[src/rtl/esd_pkg.sv]
// Purpose: Constants for the extend-and-select execute datapath
// Assumes: Instruction word is 32 bits; fields follow the standard R-type layout
// Notes:
package esd_pkg;
  localparam logic [5:0] ESD_OP_SPECIAL   = 6'h00;
  localparam logic [5:0] ESD_OP_EXT3      = 6'h1F;
  localparam logic [5:0] ESD_OP_FPU       = 6'h11;
  localparam logic [4:0] ESD_SHAMT_SEB    = 5'h10;
  localparam logic [4:0] ESD_SHAMT_SEH    = 5'h18;
  localparam logic [5:0] ESD_FN_SHUFFLE   = 6'h20;
  localparam logic [5:0] ESD_FN_FSEL      = 6'h10;
  localparam logic [5:0] ESD_FN_SELECT_IF_ZERO_OP    = 6'h35;
  localparam logic [5:0] ESD_FN_SELECT_IF_NONZERO_OP    = 6'h37;
  localparam logic [4:0] ESD_FMT_SINGLE   = 5'h10;
  localparam logic [4:0] ESD_FMT_DOUBLE   = 5'h11;
  localparam int         ESD_MIN_EXT_REV  = 2;
  localparam int         ESD_OPC_POS      = 26;
  localparam int         ESD_RS_POS       = 21;
  localparam int         ESD_RT_POS       = 16;
  localparam int         ESD_RD_POS       = 11;
  localparam int         ESD_SA_POS       = 6;
  localparam int         ESD_SINGLE_W     = 32;
  localparam int         ESD_DOUBLE_W     = 64;
endpackage : esd_pkg

[src/rtl/esd_datapath.sv]
// Purpose: Execute stage for sign-extend, float select and integer select-or-zero
// Assumes: Decode presents the instruction word and already-read operands with issue_valid
// Notes: Results are registered; writeback sees them one cycle after issue
`timescale 1ns/1ns
module esd_datapath #(
  parameter int XLEN     = 64,
  parameter int ARCH_REV = 6
) (
  // Clock and reset
  input  wire logic              clk,
  input  wire logic              rst_n,
  // Issue from decode
  input  wire logic              issue_valid,
  input  wire logic [31:0]       instr,
  input  wire logic [XLEN-1:0]   first_source_val,
  input  wire logic [XLEN-1:0]   second_source_val,
  input  wire logic [63:0]       fp_source_val,
  input  wire logic [63:0]       fp_second_target_val,
  input  wire logic [63:0]       fp_dest_val,
  // Integer register writeback
  output logic                   int_wr_en,
  output logic [4:0]             int_wr_addr,
  output logic [XLEN-1:0]        int_wr_data,
  // Float register writeback
  output logic                   fp_wr_en,
  output logic [4:0]             fp_wr_addr,
  output logic [63:0]            fp_wr_data,
  output logic                   fp_wr_double,
  // Exceptions and status
  output logic                   reserved_instr,
  output logic                   fp_status_wr_en
);
  import esd_pkg::*;

  typedef struct packed {
    logic            int_we;
    logic [4:0]      int_addr;
    logic [XLEN-1:0] int_data;
    logic            fp_we;
    logic [4:0]      fp_addr;
    logic [63:0]     fp_data;
    logic            fp_dbl;
    logic            ri;
  } esd_state_type;

  esd_state_type st_q;
  esd_state_type st_d;

  logic [5:0] opc;
  logic [4:0] f_rs;
  logic [4:0] f_rt;
  logic [4:0] f_rd;
  logic [4:0] f_sa;
  logic [5:0] fn;
  logic       is_seb;
  logic       is_seh;
  logic       is_fsel;
  logic       fmt_ok;
  logic       is_select_if_zero_op;
  logic       is_select_if_nonzero_op;
  logic       cond_zero;
  logic       ext_ok;

  // Fixed R-type field slices of the issued word
  assign opc  = instr[31:ESD_OPC_POS];
  assign f_rs = instr[ESD_OPC_POS-1:ESD_RS_POS];
  assign f_rt = instr[ESD_RS_POS-1:ESD_RT_POS];
  assign f_rd = instr[ESD_RT_POS-1:ESD_RD_POS];
  assign f_sa = instr[ESD_RD_POS-1:ESD_SA_POS];
  assign fn   = instr[ESD_SA_POS-1:0];

  assign is_seb    = opc == ESD_OP_EXT3 && f_rs == 5'h00 && f_sa == ESD_SHAMT_SEB
                     && fn == ESD_FN_SHUFFLE;
  assign is_seh    = opc == ESD_OP_EXT3 && f_rs == 5'h00 && f_sa == ESD_SHAMT_SEH
                     && fn == ESD_FN_SHUFFLE;
  // Revision is fixed at build time, so the refusal costs no logic on later cores
  assign ext_ok    = ARCH_REV >= ESD_MIN_EXT_REV;
  assign is_fsel   = opc == ESD_OP_FPU && fn == ESD_FN_FSEL;
  assign fmt_ok    = f_rs == ESD_FMT_SINGLE || f_rs == ESD_FMT_DOUBLE;
  assign is_select_if_zero_op = opc == ESD_OP_SPECIAL && f_sa == 5'h00 && fn == ESD_FN_SELECT_IF_ZERO_OP;
  assign is_select_if_nonzero_op = opc == ESD_OP_SPECIAL && f_sa == 5'h00 && fn == ESD_FN_SELECT_IF_NONZERO_OP;
  // Whole-register test: a narrower compare would miss conditions in the upper half
  assign cond_zero = second_source_val == '0;

  // Decodes are mutually exclusive; the order only puts refusals ahead of writes
  always_comb begin
    st_d = '0;
    if (issue_valid) begin
      if ((is_seb || is_seh) && !ext_ok) begin
        st_d.ri = 1'b1;
      end else if (is_seb) begin
        st_d.int_we   = 1'b1;
        st_d.int_addr = f_rd;
        st_d.int_data = {{(XLEN-8){first_source_val[7]}}, first_source_val[7:0]};
      end else if (is_seh) begin
        st_d.int_we   = 1'b1;
        st_d.int_addr = f_rd;
        st_d.int_data = {{(XLEN-16){first_source_val[15]}}, first_source_val[15:0]};
      end else if (is_fsel && !fmt_ok) begin
        st_d.ri = 1'b1;
      end else if (is_fsel) begin
        st_d.fp_we   = 1'b1;
        st_d.fp_addr = f_sa;
        st_d.fp_dbl  = f_rs == ESD_FMT_DOUBLE;
        // Condition is the old destination value, bit 0 only
        st_d.fp_data = fp_dest_val[0] ? fp_second_target_val : fp_source_val;
        // Bits above single width are don't-care; zero keeps results repeatable
        if (!st_d.fp_dbl) begin
          st_d.fp_data[ESD_DOUBLE_W-1:ESD_SINGLE_W] = '0;
        end
      end else if (is_select_if_zero_op || is_select_if_nonzero_op) begin
        st_d.int_we   = 1'b1;
        st_d.int_addr = f_rd;
        if (is_select_if_zero_op ? cond_zero : !cond_zero) begin
          st_d.int_data = first_source_val;
        end else begin
          st_d.int_data = '0;
        end
      end
    end
  end

  always_ff @(posedge clk) begin
    if (!rst_n) begin
      st_q <= '0;
    end else begin
      st_q <= st_d;
    end
  end

  assign int_wr_en       = st_q.int_we;
  assign int_wr_addr     = st_q.int_addr;
  assign int_wr_data     = st_q.int_data;
  assign fp_wr_en        = st_q.fp_we;
  assign fp_wr_addr      = st_q.fp_addr;
  assign fp_wr_data      = st_q.fp_data;
  assign fp_wr_double    = st_q.fp_dbl;
  assign reserved_instr  = st_q.ri;
  // Status is never written: the select cannot trap, not even on NaN patterns
  assign fp_status_wr_en = 1'b0;

  // Sign-extend checks; an instance below revision 2 exercises the refusal path
  a_seb_result: assert property (@(posedge clk) disable iff (!rst_n)
    issue_valid && is_seb && ext_ok |=> int_wr_en
    && int_wr_data == {{(XLEN-8){$past(first_source_val[7])}}, $past(first_source_val[7:0])})
    else $error("byte sign-extend result wrong");
  a_seh_result: assert property (@(posedge clk) disable iff (!rst_n)
    issue_valid && is_seh && ext_ok |=> int_wr_en
    && int_wr_data[15:0] == $past(first_source_val[15:0])
    && int_wr_data[XLEN-1] == $past(first_source_val[15]))
    else $error("halfword sign-extend result wrong");
  a_seh_full: assert property (@(posedge clk) disable iff (!rst_n)
    issue_valid && is_seh && ext_ok |=> int_wr_en
    && int_wr_data == {{(XLEN-16){$past(first_source_val[15])}}, $past(first_source_val[15:0])})
    else $error("halfword sign-extend upper bits wrong");
  a_ext_addr: assert property (@(posedge clk) disable iff (!rst_n)
    issue_valid && (is_seb || is_seh) && ext_ok |=> int_wr_addr == $past(f_rd) && !fp_wr_en)
    else $error("sign-extend wrote wrong register");
  a_ext_reserved: assert property (@(posedge clk) disable iff (!rst_n)
    issue_valid && (is_seb || is_seh) |=> reserved_instr == !ext_ok && int_wr_en == ext_ok)
    else $error("sign-extend revision gating wrong");

  // Float select checks
  a_fsel_pick: assert property (@(posedge clk) disable iff (!rst_n)
    issue_valid && is_fsel && fmt_ok && f_rs == ESD_FMT_DOUBLE |=> fp_wr_en
    && fp_wr_data == ($past(fp_dest_val[0]) ? $past(fp_second_target_val)
                                            : $past(fp_source_val)))
    else $error("float select picked wrong operand");
  a_fsel_single: assert property (@(posedge clk) disable iff (!rst_n)
    issue_valid && is_fsel && f_rs == ESD_FMT_SINGLE |=> fp_wr_en
    && fp_wr_data[31:0] == ($past(fp_dest_val[0]) ? $past(fp_second_target_val[31:0])
                                                  : $past(fp_source_val[31:0])))
    else $error("single float select picked wrong operand");
  a_fsel_dest: assert property (@(posedge clk) disable iff (!rst_n)
    issue_valid && is_fsel && fmt_ok |=> fp_wr_addr == $past(f_sa))
    else $error("float select wrote wrong register");
  a_fsel_width: assert property (@(posedge clk) disable iff (!rst_n)
    issue_valid && is_fsel && f_rs == ESD_FMT_SINGLE |=> !fp_wr_double
    && fp_wr_data[63:32] == 32'h0)
    else $error("single select width wrong");
  a_fsel_double: assert property (@(posedge clk) disable iff (!rst_n)
    issue_valid && is_fsel && f_rs == ESD_FMT_DOUBLE |=> fp_wr_double)
    else $error("double select width flag missing");
  a_fmt_reserved: assert property (@(posedge clk) disable iff (!rst_n)
    issue_valid && is_fsel && !fmt_ok |=> reserved_instr && !fp_wr_en)
    else $error("bad format not reserved");
  a_ri_no_write: assert property (@(posedge clk) disable iff (!rst_n)
    reserved_instr |-> !int_wr_en && !fp_wr_en)
    else $error("reserved word still wrote a register");
  a_no_status: assert property (@(posedge clk) disable iff (!rst_n)
    fp_wr_en |-> !fp_status_wr_en && !reserved_instr)
    else $error("float select touched status");
  a_fsel_quiet: assert property (@(posedge clk) disable iff (!rst_n)
    issue_valid && is_fsel && fmt_ok |=> !reserved_instr && !int_wr_en)
    else $error("float select raised an exception");

  // Integer select checks
  a_selz_true: assert property (@(posedge clk) disable iff (!rst_n)
    issue_valid && is_select_if_zero_op && cond_zero |=> int_wr_data == $past(first_source_val))
    else $error("select-if-zero true case wrong");
  a_selnz_true: assert property (@(posedge clk) disable iff (!rst_n)
    issue_valid && is_select_if_nonzero_op && !cond_zero |=> int_wr_data == $past(first_source_val))
    else $error("select-if-nonzero true case wrong");
  a_sel_false: assert property (@(posedge clk) disable iff (!rst_n)
    issue_valid && ((is_select_if_zero_op && !cond_zero) || (is_select_if_nonzero_op && cond_zero))
    |=> int_wr_en && int_wr_data == '0)
    else $error("integer select false case not zero");
  a_sel_addr: assert property (@(posedge clk) disable iff (!rst_n)
    issue_valid && (is_select_if_zero_op || is_select_if_nonzero_op) |=> int_wr_en && int_wr_addr == $past(f_rd)
    && !fp_wr_en && !reserved_instr)
    else $error("integer select wrote wrong register");

  // Writeback timing checks
  a_one_cycle: assert property (@(posedge clk) disable iff (!rst_n)
    !issue_valid |=> !int_wr_en && !fp_wr_en && !reserved_instr)
    else $error("writeback without issue");
  a_unknown_quiet: assert property (@(posedge clk) disable iff (!rst_n)
    issue_valid && !(is_seb || is_seh || is_fsel || is_select_if_zero_op || is_select_if_nonzero_op)
    |=> !int_wr_en && !fp_wr_en && !reserved_instr)
    else $error("unknown word produced writeback");
  a_one_port: assert property (@(posedge clk) disable iff (!rst_n)
    !(int_wr_en && fp_wr_en))
    else $error("both register files written at once");
endmodule : esd_datapath

[config.mk]
export PLATFORM = sky130hd
export DESIGN_NAME = esd_datapath
export DESIGN_NICKNAME = d
export VERILOG_FILES = /design/src/rtl/esd_pkg.sv /design/src/rtl/esd_datapath.sv
export SDC_FILE = /design/constraint.sdc
export NUM_CORES = 1
export LEC_CHECK = 0
export BUFFER_PORTS_ARGS = -buffer_cell sky130_fd_sc_hd__buf_2
export CAP_MARGIN = 10
export CELL_PAD_IN_SITES_DETAIL_PLACEMENT = 0
export CELL_PAD_IN_SITES_GLOBAL_PLACEMENT = 1
export CORE_AREA = 4 4 189 191
export DETAILED_ROUTE_END_ITERATION = 8
export DIE_AREA = 0 0 193 195
export PLACE_DENSITY_LB_ADDON = 0.1
export SETUP_SLACK_MARGIN = 0.15
export SLEW_MARGIN = 20
export SYNTH_ARGS = -nofsm -noshare
export SYNTH_HDL_FRONTEND = slang
export SYNTH_SLANG_ARGS = --single-unit
export TNS_END_PERCENT = 1
[constraint.sdc]
create_clock -name clk -period 5.89 [get_ports clk]
set_input_delay 0.2945 -clock clk [delete_from_list [all_inputs] [get_ports clk]]
set_output_delay 0.2945 -clock clk [all_outputs]
set_load 0.01 [all_outputs]
* Yosys cells after proc, flatten, opt, wreduce, memory -nomap -nowiden
Cells that the tools add are included.
Word-level totals: register bits after elaboration 142, bits of input ports 355, output and inout bits 143, logic and storage cells 57
Operators by class: equal/unequal tests 10, muxes and demuxes 11, bitwise logic cells 4, reductions and logical operators 23
Operator list (number):
- $mux 70 | 4
- $mux 141 | 1
- $mux 64 | 2
- $mux 71 | 1
- $logic_not 64->1 | 1
- $mux 32 | 1
- $eq 5x5->1 const B | 4
- $eq 6x5->1 const B | 3
- $eq 6x6->1 const B | 3
- $logic_and 1x1->1 | 10
- $logic_not 5->1 | 2
- $reduce_or 7->1 | 1
- $logic_not 6->1 | 1
- $reduce_or 6->1 | 1
- $reduce_or 5->1 | 1
- $not 1->1 | 4
- $reduce_or 4->1 | 1
- $logic_not 1->1 | 2
- $logic_or 1x1->1 | 2
- $mux 1 | 2
- $reduce_and 2->1 | 1

* Logic depth before layout (Yosys ltp)
Gate-level depths: netlist (run 1).
depth after elaboration 10, mapped depth 9, mapped depth without buffers 7

* Least setup slack after synthesis (run 1)
Ideal clock, no wire load.
path kind in2reg, start input instr[7], end register st_q, in the netlist int_wr_data[53], library setup time 59 ps, arrival 2168 ps, required time 5831 ps, setup slack 3663 ps, stages on the path 6, path buffers 2, cell sequence or4b_1 > or4b_4 > nor3_2 > buf_2 > buf_2 > a31o_1
Between the ends: word-level cells in the longest chain between the ends 10, elaborated cells between the ends (all ways) 18, those cells by class 2 x eq/ne; 7 x mux; 9 x reduce/logical
Ends and longest elaborated chain:
- start, declared | line esd_datapath.sv:14 | input wire logic [31:0] instr,
- $logic_not 5->1 | line esd_datapath.sv:80, esd_datapath.sv:81
- $logic_and 1x1->1 | line esd_datapath.sv:80, esd_datapath.sv:81
- $logic_and 1x1->1 | line esd_datapath.sv:80 | assign is_select_if_zero_op = opc == ESD_OP_SPECIAL && f_sa == 5'h00 && fn == ESD_FN_SELECT_IF_ZERO_OP;
- $mux 1 | line esd_datapath.sv:114 | if (is_select_if_zero_op ? cond_zero : !cond_zero) begin
- $mux 64 | line esd_datapath.sv:114
- $mux 70 | line esd_datapath.sv:111 | end else if (is_select_if_zero_op || is_select_if_nonzero_op) begin
- $mux 70 | line esd_datapath.sv:101 | end else if (is_fsel) begin
- $mux 141 | line esd_datapath.sv:99 | end else if (is_fsel && !fmt_ok) begin
- $mux 70 | line esd_datapath.sv:95 | end else if (is_seh) begin
- $mux 70 (*) | line esd_datapath.sv:91 | end else if (is_seb) begin
- end signal, assigned | line esd_datapath.sv:127 | st_q <= st_d;
- end, declared | line esd_datapath.sv:46 | esd_state_type st_q;
Mark *: on every way between the ends. The rest lies on a longest branch, timed or not. A chain may end at the register's enable or synchronous reset.

* Worst setup path in the final report (run 1)
start input instr[7], end register st_q, in the netlist int_wr_data[31]
Same word-level chain as after synthesis.

==> results.cfg, run 1 <==
[outcome]
outcome = finished clean

[floorplan]
number_of_placed_i_o_pins = 498
die_area_sq_um = 37600
placement_rows = 68
fp.dieH_um = 195
horizontal_die_dimension_um = 193
core_sq_um = 34100
initial_core_util_pct = 14.2

[logic_synthesis]
syn_area_sq_um = 4860
yosysSeqAreaShare_pct = 58.5
synth.distinct_cells = 34
flip_flop_and_latch_count_after_synthesis = 142
mappedNetlistNets = 788
synthesis.instances = 433
synth_edf_count = 0
async_flop_share_pct = 0
synthesis.area_per_instance_sq_um = 11.2
ys_dominant_reg_cell = sky130_fd_sc_hd__dfxtp_1
synthesis.yosys.warnings = 0

[timing]
worstMarginPinSlew_ns = 0.842
finalHoldViolCount = 0
achievable-frequency_ghz = 0.417
unrepaired_setup_endpoints_after_global_routing = no
relSlewSlack_pct = 43.9
final_max_slew_viol_count = 0
period_minus_slack_ns = 2.40
finalSetupTns_ns = 0
setup_violations = 0
final.setup.worst_slack_ns = 3.49
fin_worst_hold_slack_ns = 0.0587
min_period_over_period_pct = 40.7

[placed_design]
globalplace.congestion = 0.704
port_buffers = 428
place.detailed.hpwl_mm = 16.5
dpl_worst_slack_ns = 2.97

[hold_path]
hp-class = primary input to register

[clock_network]
cts-resized-gates = 0
cts_tree = built
tritoncts_num_sinks = 142
clk_transition_reported_paths_ns = 0.06
tritoncts.num_buffers = 17
cts_hold_buffers = 0
post-cts-setup-buffer-count = 0
htreeDepth = 4
clock_path_buffers = 2
cts_root_buf = sky130_fd_sc_hd__clkbuf_16

[power]
power.sequential.fraction_pct = 44.4
switching_share_pct = 23.4
p_int_uw = 1650
p_clk_share_pct = 48.4
power_frac_comb_pct = 7.2
power_density_nw_per_um2 = 269
leakage_uw = 0.00419
switching_power_uw = 506
max-vdd-ir-drop_mv = 0.191

[global_route]
initial_antenna_violation_count = 3
grt_use_total_pct = 10.7
maximum_number_of_pins_on_one_net_before_global_route_repair = 59
grt_pass1_wl_mm = 29.6
via_count_of_the_first_global_routing_pass = 4897
gr_ovfl_total = 0

[setup_path]
slowest_cell_on_the_critical_path = sky130_fd_sc_hd__or4b_1
required_ns = 6.26
worstPathCellList = buf_2 -> or4b_1 -> or4_4 -> nor4_4 -> nand2_1 -> nor2_4 -> buf_4 -> a31o_2
endpoint_kind = register
cp_data_arrival_time_ns = 2.77
setup.worst_path.class = primary input to register
cp_launch_type = primary input
crit_path_max_fanout = 49
critical-path-max-stage-delay_ns = 0.61

[detailed_routing]
detailedRoute.firstPassIterationCount = 4
routedWlPerCell_um = 16.0
postRouteAntennaNets = 0
drt_drc_violations_left = 0
dr_total_vias = 4749
route.detailed.vias_per_inst = 3.59
first_iter_violations = 119
wirelength_mm = 21.1

[cells_and_area]
mostFrequentLayoutCell = sky130_fd_sc_hd__buf_2
area.growth.synth_to_final_pct = 65.6
num-nets-final = 1208
layout-drive-gt1-share_pct = 59.2
most-common-layout-cells = 427 x sky130_fd_sc_hd__buf_2, 142 x sky130_fd_sc_hd__dfxtp_1, 66 x sky130_fd_sc_hd__nor2_1

[run]
maxCapViolCount = 0
-- synth_stat cells, types with 5 or more instances --
| master | n | share of area (%) |
|---|---|---|
| sky130_fd_sc_hd__and2_1 | 11 | 1.4 |
| sky130_fd_sc_hd__and3_1 | 8 | 1.0 |
| sky130_fd_sc_hd__nor2_1 | 66 | 5.1 |
| sky130_fd_sc_hd__dfxtp_1 | 142 | 59 |
| sky130_fd_sc_hd__a31o_2 | 39 | 7.0 |
| sky130_fd_sc_hd__clkbuf_1 | 24 | 1.9 |
| sky130_fd_sc_hd__mux2i_1 | 65 | 13 |
| sky130_fd_sc_hd__nor4_1 | 20 | 2.6 |
| sky130_fd_sc_hd__buf_2 | 5 | 0.52 |
| sky130_fd_sc_hd__nand2_1 | 6 | 0.46 |
| sky130_fd_sc_hd__o21a_1 | 7 | 1.1 |
| sky130_fd_sc_hd__a31o_1 | 10 | 1.8 |
| sky130_fd_sc_hd__nand4_1 | 5 | 0.64 |
-- power groups by stage --
stage	clock (uW)	sequential, uW	combinational [uW]
finish	1050	960	156
detailed placement	0	982	159
floorplan	0	982	50.5
global placement	0	982	160
CTS	1100	960	159
global route	1130	959	173
-- final cells by class --
cell class | instances | area, sq um
fillers | 3842 | 26100
flip-flops and latches | 142 | 2840
repair buffers | 433 | 2180
multi-input cells | 257 | 1870
well taps | 455 | 569
clock buffers | 19 | 453
clock inverters | 13 | 115
inverters | 2 | 7.51
diodes | 1 | 2.50
-- metrics by stage --
stage	instances	total power, uW	instance area, sq um	util [%]
5_1_grt	1322	2270	8040	23.6
2_1_floorplan	433	1030	4860	-
6_report	1322	2160	8040	23.6
4_1_cts	1321	2220	8040	23.6
3_5_place_dp	1289	1140	7470	21.9
3_3_place_gp	1289	1140	7470	21.9
-- worst max-delay path, delay by kind of cell --
| family | cells | cell delay [ns] |
|---|---|---|
| compound gates | 1 | 0.25 |
| simple gates | 5 | 1.60 |
| buf+inv | 2 | 0.56 |
-- state kept, by name, summed over array words and instances, names as in the netlist --
name            flops
fp_wr_addr          5
fp_wr_data         64
fp_wr_double        1
fp_wr_en            1
int_wr_addr         5
int_wr_data        64
int_wr_en           1
reserved_instr      1
-- layer usage --
metal	global-route usage, %	share of wire (%)
met4	3.62	1.1
met5	0	0.13
met3	5.74	12
met1	11.4	38
met2	17.9	49
-- final timing paths --
check / from / end / slack (ns) / cells past startpoint
max: instr[7] / int_wr_data[31] / 3.49 / 8
min: instr[11] / int_wr_addr[0] / 0.06 / 2
-- kinds of logic (layout without fill, tap and decap cells) --
kind of cell	count (synthesis)	in the layout	synth area share, %
flops	142	142	58.5
simple gates	130	130	14.1
mux	65	65	13.4
compound gates	60	60	10.6
buf+inv	34	467	3.14
other cells	1	2	0.0772
xor+xnor	1	1	0.180
(Power assumes the default switching activity.)
==> run 2, diff against run 1 <==
--- a/config.mk
+++ b/config.mk
@@ -9,9 +9,9 @@
 export CAP_MARGIN = 10
 export CELL_PAD_IN_SITES_DETAIL_PLACEMENT = 0
 export CELL_PAD_IN_SITES_GLOBAL_PLACEMENT = 1
-export CORE_AREA = 4 4 189 191
+export CORE_AREA = 4 4 191 193
 export DETAILED_ROUTE_END_ITERATION = 8
-export DIE_AREA = 0 0 193 195
+export DIE_AREA = 0 0 195 197
 export PLACE_DENSITY_LB_ADDON = 0.1
 export SETUP_SLACK_MARGIN = 0.15
 export SLEW_MARGIN = 20
==> constraint.sdc (replaced) <==
create_clock -name clk -period 2.5 [get_ports clk]
set_input_delay 0.125 -clock clk [delete_from_list [all_inputs] [get_ports clk]]
set_output_delay 0.125 -clock clk [all_outputs]
set_load 0.01 [all_outputs]
==> run 2 against run 1 <==
Effect of this change: cell count rose by 16%; routed wire length rose by 11%; die area is 2.1% higher; sequential power rose by 140%; core utilization rose by 5.8 points; critical path depth unchanged; non-clock buffer count increased by 211; clock power is 140% higher; setup slack lost 3.0 ns; count of clock-buffer cells in the layout rose by 4; via count rose by 18%.
==> results.cfg, run 2 (same netlist as run 1, synthesis figures left out) <==
[outcome]
outcome = finished clean

[hold_path]
whs_endpoint = fp_wr_data[36]
hold-path-cell-count = 3
timing.hold.worst.start = fp_second_target_val[36]
hp-class = primary input to register

[timing]
finalHoldViolCount = 0
min_period_over_period_pct = 81.1
final_max_slew_viol_count = 0
relSlewSlack_pct = 55.7
unrepaired_setup_endpoints_after_global_routing = no
period_minus_slack_ns = 2.03
finalSetupTns_ns = 0
setup_violations = 0
achievable-frequency_ghz = 0.493
worstMarginPinSlew_ns = 0.664

[floorplan]
number_of_placed_i_o_pins = 498
initial_core_util_pct = 14.1
die_area_sq_um = 38400
fp.dieH_um = 197
placement_rows = 68
core_sq_um = 34500
horizontal_die_dimension_um = 195

[setup_path]
crit_path_max_fanout = 42
cp_launch_type = primary input
setup.worst_path.class = primary input to register
endpoint_kind = register
cp_data_arrival_time_ns = 2.40
critPathLaunch = instr[9]
required_ns = 2.88

[clock_network]
clk_transition_reported_paths_ns = 0.06
cts_root_buf = sky130_fd_sc_hd__clkbuf_16
cts-resized-gates = 0
clock_path_buffers = 2
cts_tree = built
tritoncts_num_sinks = 142
tritoncts.num_buffers = 17
htreeDepth = 4

[placed_design]
detailed_place.area_sq_um = 7570
place.detailed.hpwl_mm = 17.5
globalplace.congestion = 0.713
port_buffers = 428

[global_route]
via_count_of_the_first_global_routing_pass = 6027
grtUsageMet2_pct = 19.1
maximum_number_of_pins_on_one_net_before_global_route_repair = 58
grt_pass1_wl_mm = 34.9
gr_ovfl_total = 0
gr-usage-met1_pct = 13.6
grt_util_met3_pct = 6.07
initial_antenna_violation_count = 5
gr-max-usage-layer = met2
grt_use_total_pct = 11.9

[power]
power_density_nw_per_um2 = 533
leakage_uw = 0.00510
max-vdd-ir-drop_mv = 0.460

[cells_and_area]
num-nets-final = 1419
fin_area_sq_um = 10200
layout-drive-gt1-share_pct = 48.0
final_core_util_pct = 29.4
mostFrequentLayoutCell = sky130_fd_sc_hd__buf_2
most-common-layout-cells = 427 x sky130_fd_sc_hd__buf_2, 202 x sky130_fd_sc_hd__dlygate4sd3_1, 142 x sky130_fd_sc_hd__dfxtp_1
area.growth.synth_to_final_pct = 109

[run]
maxCapViolCount = 0

[detailed_routing]
wirelength_mm = 23.4
dr_total_vias = 5624
drt_drc_violations_left = 0
routedWlPerCell_um = 15.3
first_iter_violations = 105
route.detailed.vias_per_inst = 3.67
detailedRoute.firstPassIterationCount = 4
postRouteAntennaNets = 0
run 2: cell count changes in the layout (fill, tap and decap cells not counted):
cell	previous run	this run
sky130_fd_sc_hd__clkinvlp_4	7	0
sky130_fd_sc_hd__clkinv_4	0	2
sky130_fd_sc_hd__inv_6	2	0
sky130_fd_sc_hd__dlygate4sd3_1	0	202
sky130_fd_sc_hd__buf_4	6	12
sky130_fd_sc_hd__clkinv_2	3	2
sky130_fd_sc_hd__bufinv_16	1	2
sky130_fd_sc_hd__buf_12	0	3
sky130_fd_sc_hd__diode_2	1	2
sky130_fd_sc_hd__clkbuf_1	0	4
run 2: worst max-delay path, cell delays in order:
cell,delay (ns)
sky130_fd_sc_hd__dlygate4sd3_1,0.55
sky130_fd_sc_hd__buf_2,0.17
sky130_fd_sc_hd__or4_4,0.53
sky130_fd_sc_hd__nor4_4,0.24
sky130_fd_sc_hd__nand2_1,0.16
sky130_fd_sc_hd__nor2_4,0.17
sky130_fd_sc_hd__buf_12,0.22
sky130_fd_sc_hd__a31o_2,0.19
run 2: power breakdown:
group	total [uW]	internal [uW]	switching [uW]
Clock	2490	1500	985
Sequential	2260	2260	0.00189
Combinational	661	457	204
Total	5410	4220	1190
run 2: layer usage:
| layer | part of all wire [%] | wire [um] |
|---|---|---|
| met1 | 41 | 9540 |
| met2 | 47 | 10900 |
| met5 | 0.18 | 41 |
| met3 | 11 | 2470 |
| met4 | 2.0 | 463 |
run 2: area by class of cell:
cell class                      count  area [sq um]
Antenna cell                        2          5.00
Clock buffer                       23           468
Clock inverter                      6          87.6
Fill cell                        3760         24400
Inverter                            2          7.51
Multi-Input combinational cell    257          1870
Sequential cell                   142          2840
Tap cell                          455           569
Timing Repair Buffer              644          4310
run 2: worst max-delay path by stage:
stage                     slack [ns]  cells past startpoint              end
final                           0.47                      8  int_wr_data[29]
after CTS                       0.50                      8  int_wr_data[37]
after global routing            0.40                      8  int_wr_data[24]
after floorplan                 0.44                      6  int_wr_data[53]
after global placement          0.21                      8  int_wr_data[33]
after detailed placement        0.19                      8  int_wr_data[37]
run 2: repair_timing:
item,4_1_cts,5_1_grt
hold buffers,202,0
endpoints found under the setup margin,0,0
endpoints found under the hold margin,139,0
buffers inserted,0,0
run 2: metrics by stage:
stage,total power (uW),std cells,hold slack (ns),worst slack [ns]
3_3_place_gp,2690,1298,0.326,0.207
3_5_place_dp,2690,1298,0.328,0.189
5_1_grt,5690,1530,0.00809,0.398
2_1_floorplan,2430,433,0.215,0.442
4_1_cts,5540,1529,0.0000903,0.497
6_report,5410,1531,0.0283,0.473
==> run 3, diff against run 2 <==
--- a/config.mk
+++ b/config.mk
@@ -9,9 +9,9 @@
 export CAP_MARGIN = 10
 export CELL_PAD_IN_SITES_DETAIL_PLACEMENT = 0
 export CELL_PAD_IN_SITES_GLOBAL_PLACEMENT = 1
-export CORE_AREA = 4 4 191 193
+export CORE_AREA = 4 4 193 195
 export DETAILED_ROUTE_END_ITERATION = 8
-export DIE_AREA = 0 0 195 197
+export DIE_AREA = 0 0 197 199
 export PLACE_DENSITY_LB_ADDON = 0.1
 export SETUP_SLACK_MARGIN = 0.15
 export SLEW_MARGIN = 20
==> constraint.sdc (replaced) <==
create_clock -name clk -period 1.78 [get_ports clk]
set_input_delay 0.089 -clock clk [delete_from_list [all_inputs] [get_ports clk]]
set_output_delay 0.089 -clock clk [all_outputs]
set_load 0.01 [all_outputs]
==> run 3 against run 2 <==
Effect of this change: sequential power grew 41%; cell count grew 1.5%; combinational power grew 47%; power grew 49%; cell area grew 4.2%; largest cell class unchanged; via count grew 1.1%; global-route usage grew 0.14 points.
==> results.cfg, run 3 (same netlist as run 1, synthesis figures left out) <==
[timing]
worstMarginPinSlew_ns = 0.621
fin_worst_hold_slack_ns = 0.0591
min_period_over_period_pct = 98.0
relSlewSlack_pct = 58.6
final_max_slew_viol_count = 0
setup_violations = 0
unrepaired_setup_endpoints_after_global_routing = yes
achievable-frequency_ghz = 0.573
period_minus_slack_ns = 1.74
finalHoldViolCount = 0

[power]
power_frac_comb_pct = 12.1
switching_power_uw = 1810
max-vdd-ir-drop_mv = 0.652
design_power_total_uw = 8040
p_clk_share_pct = 48.4
power_density_nw_per_um2 = 760
switching_share_pct = 22.6
power.sequential.fraction_pct = 39.5
leakage_uw = 0.00530
p_int_uw = 6230

[setup_path]
critPathLaunch = instr[7]
crit_path_max_fanout = 24
slowest_cell_on_the_critical_path = sky130_fd_sc_hd__or4b_4
worstPathCellList = buf_6 -> or4b_4 -> or4_4 -> nor4_4 -> nand2_2 -> nor2_4 -> buf_12 -> a31o_2
required_ns = 2.16
cp_launch_type = primary input
cp_data_arrival_time_ns = 2.12
critical-path-max-stage-delay_ns = 0.57
setup.worst_path.class = primary input to register
critical-path-top-delay-family = simple AND/OR/NAND/NOR gates
critPathBufInv = 2
endpoint_kind = register

[placed_design]
globalplace.congestion = 0.766
port_buffers = 428
detailed_place.area_sq_um = 7750
place.detailed.hpwl_mm = 18.6

[clock_network]
cts_tree = built
cts_root_buf = sky130_fd_sc_hd__clkbuf_16
clock_path_buffers = 2
clk_transition_reported_paths_ns = 0.06
tritoncts_num_sinks = 142
post-cts-setup-buffer-count = 0
tritoncts.num_buffers = 17
htreeDepth = 4

[floorplan]
initial_core_util_pct = 13.7
placement_rows = 69
core_sq_um = 35400
number_of_placed_i_o_pins = 498
die_area_sq_um = 39200
horizontal_die_dimension_um = 197
fp.dieH_um = 199

[global_route]
via_count_of_the_first_global_routing_pass = 6242
initial_antenna_violation_count = 4
maximum_number_of_pins_on_one_net_before_global_route_repair = 50
grt_use_total_pct = 12.0
grt_pass1_wl_mm = 35.5
gr_ovfl_total = 0

[detailed_routing]
routedWlPerCell_um = 15.6
highest-signal-layer = met5
wl_met1_mm = 9.62
postRouteAntennaNets = 0
route.detailed.vias_per_inst = 3.66
detailedRoute.firstPassIterationCount = 4
dr_total_vias = 5687
wirelength_mm = 24.3
first_iter_violations = 77
route.met2.wl_mm = 11.7
met3_wirelength_from_detailed_routing_mm = 2.59
drt_drc_violations_left = 0

[cells_and_area]
fin_area_sq_um = 10600
area.growth.synth_to_final_pct = 118
most-common-layout-cells = 425 x sky130_fd_sc_hd__buf_2, 202 x sky130_fd_sc_hd__dlygate4sd3_1, 142 x sky130_fd_sc_hd__dfxtp_1
antenna_cells = 0
layout-drive-gt1-share_pct = 49.7
number_of_inserted_filler_cells_in_the_final_layout = 3816
mostFrequentLayoutCell = sky130_fd_sc_hd__buf_2
num-nets-final = 1435

[hold_path]
hp-class = primary input to register
timing.hold.worst.start = instr[9]

[outcome]
outcome = finished clean

[run]
maxCapViolCount = 0
run 3: cell count changes in the layout (fill, tap and decap cells not counted), sizes merged:
cell / change
buf: +16
bufinv: +2
clkbuf: -5
clkinv: +2
clkinvlp: +2
diode: -2
inv: +2
run 3: cell type report:
cell class / count / area [sq um] / area share (%)
Inverter: 2 / 7.51 / 0.0710
Clock buffer: 18 / 439 / 4.15
Sequential cell: 142 / 2840 / 26.9
Multi-Input combinational cell: 257 / 2030 / 19.2
Timing Repair Buffer: 660 / 4490 / 42.5
Clock inverter: 14 / 190 / 1.80
Tap cell: 461 / 577 / 5.45
run 3: metrics by stage:
stage / TNS [ns] / util (%) / std cells / worst slack, ns
after floorplan: -9.78 / - / 433 / -0.192
after global placement: -41.45 / 21.9 / 1320 / -0.534
after detailed placement: -39.66 / 21.9 / 1320 / -0.541
after CTS: 0 / 29.4 / 1554 / 0.0492
after global routing: 0 / 29.9 / 1554 / 0.0171
final: 0 / 29.9 / 1554 / 0.0351
run 3: worst paths after layout:
path	endpoint	slack, ns	cells past startpoint
hold / removal	fp_wr_addr[3]	0.06	3
setup / recovery	int_wr_data[30]	0.04	8
run 3: timing repair:
item                       4_1_cts  5_1_grt
setup endpoints to repair       69       72
gates resized for setup          1       21
pin swaps                        0       27
hold endpoints to repair       138        0
hold buffers                   202        0
run 3: power by group through the flow:
stage / clock network [uW] / registers (uW) / logic, uW
CTS: 4090 / 3180 / 962
global placement: 0 / 3250 / 568
finish: 3890 / 3180 / 971
floorplan: 0 / 3250 / 168
detailed placement: 0 / 3250 / 563
global route: 4190 / 3170 / 1060
run 3: routing by layer:
metal | vias up | track usage (%)
li1 | 2836 | -
met1 | 2571 | 13.6
met2 | 250 | 19.8
met3 | 22 | 6.03
met4 | 8 | 4.03
met5 | - | 0
